## config.mk

```make
export PLATFORM = sky130hd
export DESIGN_NAME = dswb_top
export DESIGN_NICKNAME = d
export VERILOG_FILES = /design/src/hdl/dswb_pkg.sv /design/src/hdl/dswb_if.sv /design/src/hdl/dswb_word_pack.sv /design/src/hdl/dswb_speed_div.sv /design/src/hdl/dswb_top.sv
export VERILOG_INCLUDE_DIRS = /design/src /design/src/hdl
export SDC_FILE = /design/constraint.sdc
export NUM_CORES = 1
export LEC_CHECK = 0
export ABC_AREA = 0
export BUFFER_PORTS_ARGS = -buffer_cell sky130_fd_sc_hd__buf_2
export CAP_MARGIN = 20
export CORE_ASPECT_RATIO = 0.7
export CORE_MARGIN = 4
export CORE_UTILIZATION = 46
export DETAILED_ROUTE_END_ITERATION = 8
export PLACE_DENSITY = 0.68
export SLEW_MARGIN = 0
export SYNTH_ARGS = -nofsm -noshare
export SYNTH_HDL_FRONTEND = slang
export SYNTH_SLANG_ARGS = --single-unit
export TNS_END_PERCENT = 20
```

## constraint.sdc

```tcl
create_clock -name pclk -period 2.45 [get_ports pclk]
set_input_delay 0.49 -clock pclk [delete_from_list [all_inputs] [get_ports pclk]]
set_output_delay 0.49 -clock pclk [all_outputs]
set_load 0.01 [all_outputs]
```

## src/hdl/dswb_regs.svh

```systemverilog
// register offsets, field positions and constants of the drive status bank
`ifndef DSWB_REGS_SVH
`define DSWB_REGS_SVH

`define DSWB_ADDR_STATUS   12'h000
`define DSWB_ADDR_SPEED    12'h004
`define DSWB_ADDR_STATUS2  12'h008
`define DSWB_ADDR_RATED    12'h00c

`define DSWB_RATED_RESET   16'h0258
`define DSWB_SCALE_SHIFT   13'h0000
`define DSWB_SPEED_ZERO    16'h0000
`define DSWB_SPEED_RATED   16'h2000
`define DSWB_SPEED_MAX     16'h7fff
`define DSWB_SPEED_MIN     16'h8000
`define DSWB_Q_MAX         29'h00007fff
`define DSWB_Q_MIN_MAG     29'h00008000
`define DSWB_DIV_STEPS     5'h1d
`define DSWB_WORD_ZERO     16'h0000

`define DSWB_P_RUN_CMD     1
`define DSWB_P_FIRE        2
`define DSWB_P_RAMP2       5
`define DSWB_P_CONFIG      6
`define DSWB_P_ALARM       7
`define DSWB_P_RUNNING     8
`define DSWB_P_ENABLED     9
`define DSWB_P_FORWARD     10
`define DSWB_P_INCHING     11
`define DSWB_P_REMOTE      12
`define DSWB_P_UNDERVOLT   13
`define DSWB_P_FAULT       15

`define DSWB_S_DC_EXT      2
`define DSWB_S_ENERGY      3
`define DSWB_S_FREQ_RED    4
`define DSWB_S_DECEL       6
`define DSWB_S_ACCEL       7
`define DSWB_S_FROZEN      8
`define DSWB_S_SETPOINT    9
`define DSWB_S_DC_REG      10
`define DSWB_S_CFG_50HZ    11
`define DSWB_S_RIDE        12
`define DSWB_S_FLYING      13
`define DSWB_S_DC_BRAKE    14
`define DSWB_S_PULSES      15

`endif

```

## src/hdl/dswb_pkg.sv

```systemverilog
// types shared by the drive status bank modules
package dswb_pkg;

  typedef struct packed {
    logic run_cmd;
    logic fire_mode;
    logic second_ramp;
    logic config_state;
    logic alarm;
    logic running;
    logic enabled;
    logic forward;
    logic inching_function;
    logic remote;
    logic undervoltage;
    logic fault;
    logic dc_link_extended;
    logic energy_saving;
    logic freq_reduction;
    logic decel_ramp;
    logic accel_ramp;
    logic ramp_frozen;
    logic setpoint_ok;
    logic dc_link_reg;
    logic cfg_50hz;
    logic ride_through;
    logic flying_start;
    logic dc_braking;
    logic pulses_on;
  } dswb_flags_t;

  typedef enum logic [0:0] {
    DSWB_SP_IDLE = 1'b0,
    DSWB_SP_WAIT = 1'b1
  } dswb_sp_state_t;

endpackage : dswb_pkg

```

## src/hdl/dswb_if.sv

```systemverilog
// carriers between the bank top, the word packer and the divider
`timescale 1ns/1ps
interface dswb_word_if;
  import dswb_pkg::*;
  dswb_flags_t flags;
  logic [15:0] primary;
  logic [15:0] secondary;
  modport packer (input flags, output primary, secondary);
  modport user   (output flags, input primary, secondary);
endinterface : dswb_word_if

interface dswb_div_if;
  logic        start;
  logic [28:0] dividend;
  logic [15:0] divisor;
  logic        busy;
  logic        done;
  logic [28:0] quotient;
  modport divider (input start, dividend, divisor, output busy, done, quotient);
  modport user    (output start, dividend, divisor, input busy, done, quotient);
endinterface : dswb_div_if

```

## src/hdl/dswb_word_pack.sv

```systemverilog
// registers the drive flags into the two status words
`timescale 1ns/1ps
`include "dswb_regs.svh"
module dswb_word_pack (
  // clock and reset
  input wire logic pclk,
  input wire logic presetn,
  // flags in, words out
  dswb_word_if.packer words
);
  typedef struct packed {
    logic [15:0] primary;
    logic [15:0] secondary;
  } dswb_pack_state_t;

  dswb_pack_state_t s_reg;
  dswb_pack_state_t s_next;

  always_comb begin
    s_next = '0;
    s_next.primary[`DSWB_P_RUN_CMD]   = words.flags.run_cmd;
    s_next.primary[`DSWB_P_FIRE]      = words.flags.fire_mode;
    s_next.primary[`DSWB_P_RAMP2]     = words.flags.second_ramp;
    s_next.primary[`DSWB_P_CONFIG]    = words.flags.config_state;
    s_next.primary[`DSWB_P_ALARM]     = words.flags.alarm;
    s_next.primary[`DSWB_P_RUNNING]   = words.flags.running;
    s_next.primary[`DSWB_P_ENABLED]   = words.flags.enabled;
    s_next.primary[`DSWB_P_FORWARD]   = words.flags.forward;
    s_next.primary[`DSWB_P_INCHING]   = words.flags.inching_function;
    s_next.primary[`DSWB_P_REMOTE]    = words.flags.remote;
    s_next.primary[`DSWB_P_UNDERVOLT] = words.flags.undervoltage;
    s_next.primary[`DSWB_P_FAULT]     = words.flags.fault;
    s_next.secondary[`DSWB_S_DC_EXT]   = words.flags.dc_link_extended;
    s_next.secondary[`DSWB_S_ENERGY]   = words.flags.energy_saving;
    s_next.secondary[`DSWB_S_FREQ_RED] = words.flags.freq_reduction;
    s_next.secondary[`DSWB_S_DECEL]    = words.flags.decel_ramp;
    s_next.secondary[`DSWB_S_ACCEL]    = words.flags.accel_ramp;
    s_next.secondary[`DSWB_S_FROZEN]   = words.flags.ramp_frozen;
    s_next.secondary[`DSWB_S_SETPOINT] = words.flags.setpoint_ok;
    s_next.secondary[`DSWB_S_DC_REG]   = words.flags.dc_link_reg;
    s_next.secondary[`DSWB_S_CFG_50HZ] = words.flags.cfg_50hz;
    s_next.secondary[`DSWB_S_RIDE]     = words.flags.ride_through;
    s_next.secondary[`DSWB_S_FLYING]   = words.flags.flying_start;
    s_next.secondary[`DSWB_S_DC_BRAKE] = words.flags.dc_braking;
    s_next.secondary[`DSWB_S_PULSES]   = words.flags.pulses_on;
  end

  always_ff @(posedge pclk or negedge presetn) begin
    if (!presetn) begin
      s_reg <= '0;
    end else begin
      s_reg <= s_next;
    end
  end

  assign words.primary   = s_reg.primary;
  assign words.secondary = s_reg.secondary;
endmodule : dswb_word_pack

```

## src/hdl/dswb_speed_div.sv

```systemverilog
// restoring unsigned divider, one quotient bit per clock
`timescale 1ns/1ps
`include "dswb_regs.svh"
module dswb_speed_div (
  // clock and reset
  input wire logic pclk,
  input wire logic presetn,
  // request and answer
  dswb_div_if.divider div
);
  typedef struct packed {
    logic [15:0] rem;
    logic [28:0] quo;
    logic [4:0]  cnt;
    logic        busy;
    logic        done;
  } dswb_div_state_t;

  dswb_div_state_t s_reg;
  dswb_div_state_t s_next;
  logic [16:0]     trial;

  always_comb begin
    s_next      = s_reg;
    s_next.done = 1'b0;
    trial       = {s_reg.rem, s_reg.quo[28]};
    if (!s_reg.busy) begin
      if (div.start) begin
        s_next.rem  = '0;
        s_next.quo  = div.dividend;
        s_next.cnt  = `DSWB_DIV_STEPS;
        s_next.busy = 1'b1;
      end
    end else begin
      // a zero divisor yields all ones, which the caller saturates
      if (trial >= {1'b0, div.divisor}) begin
        s_next.rem = 16'(trial - {1'b0, div.divisor});
        s_next.quo = {s_reg.quo[27:0], 1'b1};
      end else begin
        s_next.rem = trial[15:0];
        s_next.quo = {s_reg.quo[27:0], 1'b0};
      end
      s_next.cnt = 5'(s_reg.cnt - 5'h01);
      if (s_reg.cnt == 5'h01) begin
        s_next.busy = 1'b0;
        s_next.done = 1'b1;
      end
    end
  end

  always_ff @(posedge pclk or negedge presetn) begin
    if (!presetn) begin
      s_reg <= '0;
    end else begin
      s_reg <= s_next;
    end
  end

  assign div.busy     = s_reg.busy;
  assign div.done     = s_reg.done;
  assign div.quotient = s_reg.quo;
endmodule : dswb_speed_div

```

## src/hdl/dswb_top.sv

```systemverilog
// drive status word bank: three read-only words and a rated frequency setting over apb
//
// The implementer's own choices: the APB interface to the registers and the register addresses.
`timescale 1ns/1ps
`include "dswb_regs.svh"
module dswb_top (
  // clock and reset
  input  wire logic        pclk,
  input  wire logic        presetn,
  // apb slave
  input  wire logic        psel,
  input  wire logic        penable,
  input  wire logic        pwrite,
  input  wire logic [11:0] paddr,
  input  wire logic [31:0] pwdata,
  output logic             pready,
  output logic [31:0]      prdata,
  output logic             pslverr,
  // primary status sources
  input  wire logic        run_cmd,
  input  wire logic        fire_mode,
  input  wire logic        second_ramp,
  input  wire logic        config_state,
  input  wire logic        alarm,
  input  wire logic        running,
  input  wire logic        enabled,
  input  wire logic        forward,
  input  wire logic        inching_function,
  input  wire logic        remote,
  input  wire logic        undervoltage,
  input  wire logic        fault,
  // secondary status sources
  input  wire logic        dc_link_extended,
  input  wire logic        energy_saving,
  input  wire logic        freq_reduction,
  input  wire logic        decel_ramp,
  input  wire logic        accel_ramp,
  input  wire logic        ramp_frozen,
  input  wire logic        setpoint_ok,
  input  wire logic        dc_link_reg,
  input  wire logic        cfg_50hz,
  input  wire logic        ride_through,
  input  wire logic        flying_start,
  input  wire logic        dc_braking,
  input  wire logic        pulses_on,
  // signed output frequency, same unit as the rated setting
  input  wire logic [15:0] out_freq,
  // rated frequency setting, for the rest of the drive
  output logic [15:0]      rated_motor_frequency
);
  import dswb_pkg::*;

  typedef struct packed {
    logic [31:0]    prdata;
    logic           pslverr;
    logic [15:0]    rated;
    logic [15:0]    speed;
    logic [15:0]    mag;
    logic [15:0]    den;
    logic           neg;
    dswb_sp_state_t st;
  } dswb_top_state_t;

  dswb_top_state_t s_reg;
  dswb_top_state_t s_next;

  dswb_word_if words ();
  dswb_div_if  div ();

  logic setup_rd;
  logic access_wr;
  logic [15:0] freq_mag;

  // saturating signed result from magnitude quotient and sign
  function automatic logic [15:0] sat_speed(input logic [28:0] q, input logic neg);
    logic [15:0] res;
    if (neg) begin
      if (q >= `DSWB_Q_MIN_MAG) begin
        res = `DSWB_SPEED_MIN;
      end else begin
        res = 16'(~q[15:0] + 16'h0001);
      end
    end else if (q > `DSWB_Q_MAX) begin
      res = `DSWB_SPEED_MAX;
    end else begin
      res = q[15:0];
    end
    return res;
  endfunction : sat_speed

  // magnitude of a two's-complement word; 8000h stays 8000h
  function automatic logic [15:0] abs16(input logic [15:0] v);
    return v[15] ? 16'(~v + 16'h0001) : v;
  endfunction : abs16

  assign words.flags = '{
    run_cmd:          run_cmd,
    fire_mode:        fire_mode,
    second_ramp:      second_ramp,
    config_state:     config_state,
    alarm:            alarm,
    running:          running,
    enabled:          enabled,
    forward:          forward,
    inching_function: inching_function,
    remote:           remote,
    undervoltage:     undervoltage,
    fault:            fault,
    dc_link_extended: dc_link_extended,
    energy_saving:    energy_saving,
    freq_reduction:   freq_reduction,
    decel_ramp:       decel_ramp,
    accel_ramp:       accel_ramp,
    ramp_frozen:      ramp_frozen,
    setpoint_ok:      setpoint_ok,
    dc_link_reg:      dc_link_reg,
    cfg_50hz:         cfg_50hz,
    ride_through:     ride_through,
    flying_start:     flying_start,
    dc_braking:       dc_braking,
    pulses_on:        pulses_on
  };

  dswb_word_pack u_pack (
    .pclk    (pclk),
    .presetn (presetn),
    .words   (words)
  );

  dswb_speed_div u_div (
    .pclk    (pclk),
    .presetn (presetn),
    .div     (div)
  );

  assign freq_mag     = abs16(out_freq);
  assign div.start    = (s_reg.st == DSWB_SP_IDLE);
  assign div.dividend = {freq_mag, `DSWB_SCALE_SHIFT};
  assign div.divisor  = s_reg.den;

  assign setup_rd  = psel & ~penable & ~pwrite;
  assign access_wr = psel & penable & pwrite;

  always_comb begin
    s_next = s_reg;
    // speed is refreshed continuously; a read sees the last finished division
    case (s_reg.st)
      DSWB_SP_IDLE: begin
        s_next.mag = freq_mag;
        s_next.neg = out_freq[15];
        // divisor frozen per pass so a rated write never mixes two divisors
        s_next.den = s_reg.rated;
        s_next.st  = DSWB_SP_WAIT;
      end
      DSWB_SP_WAIT: begin
        if (div.done) begin
          s_next.speed = sat_speed(div.quotient, s_reg.neg);
          s_next.st    = DSWB_SP_IDLE;
        end
      end
      default: begin
        s_next.st = DSWB_SP_IDLE;
      end
    endcase
    // read data captured in setup so the access phase answers at once
    if (setup_rd) begin
      s_next.pslverr = 1'b0;
      if (paddr == `DSWB_ADDR_STATUS) begin
        s_next.prdata = {`DSWB_WORD_ZERO, words.primary};
      end else if (paddr == `DSWB_ADDR_SPEED) begin
        s_next.prdata = {`DSWB_WORD_ZERO, s_reg.speed};
      end else if (paddr == `DSWB_ADDR_STATUS2) begin
        s_next.prdata = {`DSWB_WORD_ZERO, words.secondary};
      end else if (paddr == `DSWB_ADDR_RATED) begin
        s_next.prdata = {`DSWB_WORD_ZERO, s_reg.rated};
      end else begin
        s_next.prdata  = '0;
        s_next.pslverr = 1'b1;
      end
    end else if (psel & ~penable) begin
      s_next.prdata  = '0;
      s_next.pslverr = !((paddr == `DSWB_ADDR_STATUS) || (paddr == `DSWB_ADDR_SPEED)
                         || (paddr == `DSWB_ADDR_STATUS2) || (paddr == `DSWB_ADDR_RATED));
    end
    // status words have no storage to write, so writes just complete
    if (access_wr && (paddr == `DSWB_ADDR_RATED)) begin
      s_next.rated = pwdata[15:0];
    end
  end

  always_ff @(posedge pclk or negedge presetn) begin
    if (!presetn) begin
      s_reg       <= '0;
      s_reg.rated <= `DSWB_RATED_RESET;
      s_reg.st    <= DSWB_SP_IDLE;
    end else begin
      s_reg <= s_next;
    end
  end

  assign pready                = 1'b1;
  assign prdata                = s_reg.prdata;
  assign pslverr               = s_reg.pslverr;
  assign rated_motor_frequency = s_reg.rated;
endmodule : dswb_top

```

## After elaboration in Yosys (flattened, before gate mapping)

Index checks and enable logic that the tools add are counted.

| operators by class | value |
|---|---|
| equality and inequality tests | 5 |
| add/subtract/negate cells | 4 |
| reduce and logical (&&, ||, !) cells | 8 |
| mux-type cells | 21 |
| order comparisons | 3 |
| bitwise operators | 9 |

Operator list:

| kind | number |
|---|---|
| $mux W16 | 7 |
| $mux W51 | 2 |
| $mux W33 | 2 |
| $mux W45 | 1 |
| $add A16 B1 Y16 const B | 2 |
| $mux W32 | 1 |
| $not A16 Y16 | 2 |
| $ge A29 B16 Y1 const B | 1 |
| $gt A29 B15 Y1 const B | 1 |
| $eq A12 B4 Y1 const B | 2 |
| $ge A17 B16 Y1 | 1 |
| $sub A16 B16 Y16 | 1 |
| $eq A12 B3 Y1 const B | 1 |
| $logic_not A12 Y1 | 1 |
| $mux W1 | 6 |
| $eq A5 B1 Y1 const B | 1 |
| $sub A5 B1 Y5 const B | 1 |
| $and A1 B1 Y1 | 4 |
| $logic_or A1 B1 Y1 | 3 |
| $not A1 Y1 | 3 |
| $mux W2 | 1 |
| $ne A2 B1 Y1 const B | 1 |
| $pmux W1 S2 | 1 |
| $reduce_and A2 Y1 | 1 |
| 3 further kinds | 3 |

| storage, ports and cells | value |
|---|---|
| output and inout bits | 50 |
| bits in registers | 160 |
| bits of input ports | 90 |

## Logic depth before layout (Yosys ltp)

| logic depth | value |
|---|---|
| word-level depth | 7 |
| gate-level depth with buffers | 9 |
| depth with buffers taken out | 9 |

## Hierarchy

Synthesis repeated with hierarchy kept, for this count alone.

| second synthesis, totals | value |
|---|---|
| cells, all modules | 882 |
| area total of the unflattened synthesis | 8455.6 um2 |

By module, submodules not included:

| module | instances | area an instance (um2) | cells each |
|---|---|---|---|
| dswb_top | 1 | 4211.5 | 448 |
| dswb_speed_div | 1 | 3562.2 | 401 |
| dswb_word_pack | 1 | 681.9 | 33 |

## Worst setup path before layout

Ideal clock, no wire load.

| timing | value |
|---|---|
| path kind | register to register |
| start point | register u_div.s_reg[38] in the netlist's numbering |
| end point | register u_div.s_reg[47] in the netlist's numbering |
| stages on the path, launching flop included | 9 |
| required time | 2330 ps |
| library setup time | 120 ps |
| arrival | 2072 ps |
| path slack | 259 ps |
| path through | dfrtp_1 > ha_1 > a21oi_2 > nor2b_1 > o311a_4 > o31ai_4 > nand2_2 > buf_6 > a31o_1 |

| between the ends | value |
|---|---|
| longest elaborated chain between the ends | 3 |
| elaborated cells between the ends (all ways) | 4 |

RTL lines:

| what | RTL line | RTL |
|---|---|---|
| start, declared | dswb_speed_div.sv:19 | `dswb_div_state_t s_reg;` |
| start signal, assigned | dswb_speed_div.sv:55 | `s_reg <= s_next;` |
| $sub A16 B16 Y16 or $ge A17 B16 Y1 (tied branches) | dswb_speed_div.sv:37, dswb_speed_div.sv:36 |  |
| $mux W45 (*) | dswb_speed_div.sv:36 | `if (trial >= {1'b0, div.divisor}) begin` |
| $mux W51 (*) | dswb_speed_div.sv:27 | `if (!s_reg.busy) begin` |

Mark *: on every way between the ends. The rest lies on a longest branch, timed or not.
A chain may end at the register's enable or synchronous reset.

## Final worst setup path

| timing | value |
|---|---|
| start point | register u_div.s_reg[43] in the netlist's numbering |
| end point | register u_div.s_reg[36] in the netlist's numbering |

| between the ends | value |
|---|---|
| longest elaborated chain between the ends | 3 |

RTL lines:

| what | RTL line |
|---|---|
| $ge A17 B16 Y1 | dswb_speed_div.sv:36 |
| $mux W45 | dswb_speed_div.sv:36 |
| $mux W51 | dswb_speed_div.sv:27 |

Every way passes these cells.

==> summary.md <==
| Metric | Value |
|---|---|
| Tot GR Track Use | `0.207` |
| DR vias/cell | `5.44` |
| Port-buffer cells | `106` |
| Die ar. | `approximately 19000 sq um` |
| CTS H-tree depth | `4` |
| Die height | `118 um` |
| Routed len/inst | `16.9 um` |
| Antenna violations before repair | `0` |
| Crit path max-delay family | `compound AO/OA/AOI/OAI gates` |
| Cts hold-fix bufs | `0` |
| Fin. max-slew vios | `0` |
| Skew-Pair Late Insertion Delay | `420 ps` |
| NumNets Final | `1028` |
| Synth area leader | `dfrtp_1` |
| Crit start category | `flop` |
| VDD IR max | `0.453 mV` |
| Commonest non-fill, non-tap cell in the layout | `dfrtp_1` |
| Clk slew on worst S/H paths | `60 ps` |
| Synthesized area per cell | `9.66 sq um` |
| Worst hold path class | `input pin to asynchronous set/reset pin` |
| DIE WIDTH | `roughly 170 um` |
| CP max stage delay | `410 ps` |
| Max Fclk | `421 MHz` |
| Iter 0 DRT Violations | `586` |
| Vias | `6274` |
| # clock sinks | `144` |
| Worst reg2reg path depth | `8` |
| CP max FO | `6` |
| Detailed-route DRC error count | `0` |
| Failing checks | `hold timing` |
| Ant. Diodes | `0` |
| WHS | `-3.40 ps` |
| Register area | `3610 sq um` |
| Leak | `4.27 nW` |
| Pin count of the biggest net entering global routing | `51` |
| Final Cycle Share | `0.970` |
| CP bufs+invs | `1` |
| Synthesis-stage register bit count | `144` |
| Worst reg2reg setup slack | `70 ps` |
| Top cells by area in the synthesized netlist | `dfrtp_1 44%, mux2_2 5.2%, buf_4 4.7%, nand2_1 4.2%, a21oi_1 3.4%` |
| Critical Path AT | `between 2000 and 3000 ps` |
| Slew @ Worst Pin | `523 ps` |
| Most frequent cells in the layout | `138 x dfrtp_1, 105 x buf_2, 89 x nand2_1` |
| Ports | `140` |
| CTS buffer count | `17` |
| Post-Syn Area | `7940 sq um` |
| CTS tree | `built` |
| Synth Warn # | `0` |
| Core area | `approximately 17000 sq um` |
| First-pass GRT wire length | `32200 um` |
| Post-synthesis cell type count | `69` |
| Area of the multi-input gates | `3730 sq um` |
| TNS Setup | `0 ps` |
| Filler instances | `roughly 1500` |
| Final core utilization | `0.557` |
| Slew margin rel. | `0.651` |
| Antenna viol nets, final | `0` |
| Status | `finished, violations left` |
| Gp weighted congestion | `around 0.89` |
| Share of post-route cells with drive strength above 1 | `0.273` |
| Root buf cell | `clkbuf_16` |
| Hold Vio Cnt, Final | `2` |
| Post-Synthesis Cells | `822` |
| Endpoint class of the critical path | `flop` |
| Max clock buf depth | `2` |
| Area delta synth->final | `16.7%` |
| Crit Path Class | `flop to flop` |
| Row count | `39` |
| Max_cap viols | `0` |
| Vias in the first global route | `6015` |
| Post-synth ARST share | `1.00` |
| Max reg flops | `29` |
| Crit path depth | `8` |
| Crit-path cells | `ha_1, nand4_1, o221a_2, o21bai_4, o31a_4, nor2_1, buf_4, o311ai_0` |
| Post-Route WL | `19500 um` |
| DR pass1 iterations | `5` |
| CP Data Required Time | `2740 ps` |
| Initial core utilization | `0.477` |
| Top_reg_cell synth | `dfrtp_1` |
| EDFF count, synth | `0` |
| Tot Pwr | `0.00837 W` |
| Setup violations, final | `0` |
| Min cycle time layout | `2380 ps` |
| Hpwl dp | `14600 um` |
| Crit path max-delay cell type | `ha_1` |
| Pwr dens | `903 nW/um^2` |
| Final clock skew | `approximately 9 ps` |
| Congestion Overflow GR | `0` |
| Seq/Total Area, Yosys | `0.454` |
| RSZ-0062 raised after global routing | `yes` |
| Share of the synthesized area in the top cell type | `0.441` |
layout make-up:
class | instances | share of cell area
multi-input combinational | 566 | 0.403
sequential | 144 | 0.389
timing repair buffer | 156 | 0.0997
clock buffer | 20 | 0.0482
tap | 225 | 0.0304
clock inverter | 12 | 0.0170
inverter | 31 | 0.0125
report_power, final:
part           total (W)  internal, W  switching [W]
combinational    0.00279      0.00130        0.00149
clock            0.00266      0.00164        0.00103
sequential       0.00292      0.00266       0.000263
total            0.00837      0.00559        0.00278
metal layers:
layer	wire, um	GRT usage
met3	1430	0.0539
met1	9590	0.320
met5	0	0
met2	8390	0.291
met4	111	0.0400
cells by family after synthesis:
| group | count (synthesis) | synth area share |
|---|---|---|
| XOR/XNOR | 27 | 0.0298 |
| AND/OR/NAND/NOR | 230 | 0.136 |
| other | 2 | 0.000945 |
| flip-flops | 144 | 0.454 |
| adder cells (fa/ha/maj) | 22 | 0.0356 |
| buffers and inverters | 127 | 0.0871 |
| multiplexers | 56 | 0.0764 |
| AO/OA/AOI/OAI | 214 | 0.180 |
worst register-to-register path, cell delays in order, from the launching register on:
cell and delay [ps]:
dfrtp_1 390, ha_1 410, nand4_1 200, o221a_2 380, o21bai_4 180, o31a_4 200, nor2_1 60, buf_4 170
o311ai_0 270
metrics by stage:
| step | area [sq um] | hold slack, ps | cells | setup WS (ps) |
|---|---|---|---|---|
| after global routing | 9270 | 24.6 | 1154 | -17.7 |
| after floorplan | 8000 | 194 | 837 | 259 |
| after global placement | 8630 | 447 | 1121 | 81.9 |
| final | 9270 | -3.40 | 1154 | 73.0 |
| after CTS | 9230 | 1.34 | 1153 | 57.0 |
| after detailed placement | 8630 | 447 | 1121 | 82.5 |
cell usage after synthesis, types with 3 or more instances:
cell type	instances
o22ai_1	7
dfstp_2	4
o221ai_1	9
nand2_1	89
o211ai_1	17
o41ai_1	7
a31oi_1	11
buf_4	50
mux2_2	37
a22oi_1	3
nand4_1	10
ha_1	21
o21a_1	4
xnor2_1	15
a211oi_1	3
o21ai_0	53
or4_4	4
inv_1	31
or3_1	5
buf_1	8
o311ai_0	3
mux2i_1	19
o31ai_1	5
and3_1	4
nor2b_1	7
nor4_1	9
nor2_1	57
a22o_1	8
dfrtp_1	140
clkbuf_1	33
nand2b_1	8
xor2_1	12
a21oi_1	54
and2_1	4
nand3_1	11
a21o_1	3
o21ai_2	3
nor3_1	14
worst paths after layout:
kind | endpoint | start
setup reg to reg | u_div.s_reg[36] | u_div.s_reg[43]
hold reg to reg | prdata[14] | prdata[14]
min in group pclk | u_pack.words.primary[12] | remote
hold / removal | rated_motor_frequency[15] | presetn
max in group asynchronous | u_pack.words.secondary[14] | presetn
setup / recovery | u_div.s_reg[36] | u_div.s_reg[43]
what timing repair did:
item,4_1_cts,5_1_grt
buffers inserted,0,1
endpoints found under the hold margin,0,0
setup endpoints to repair,0,11
gates resized for setup,0,6
Power figures use the tool's default switching activity.
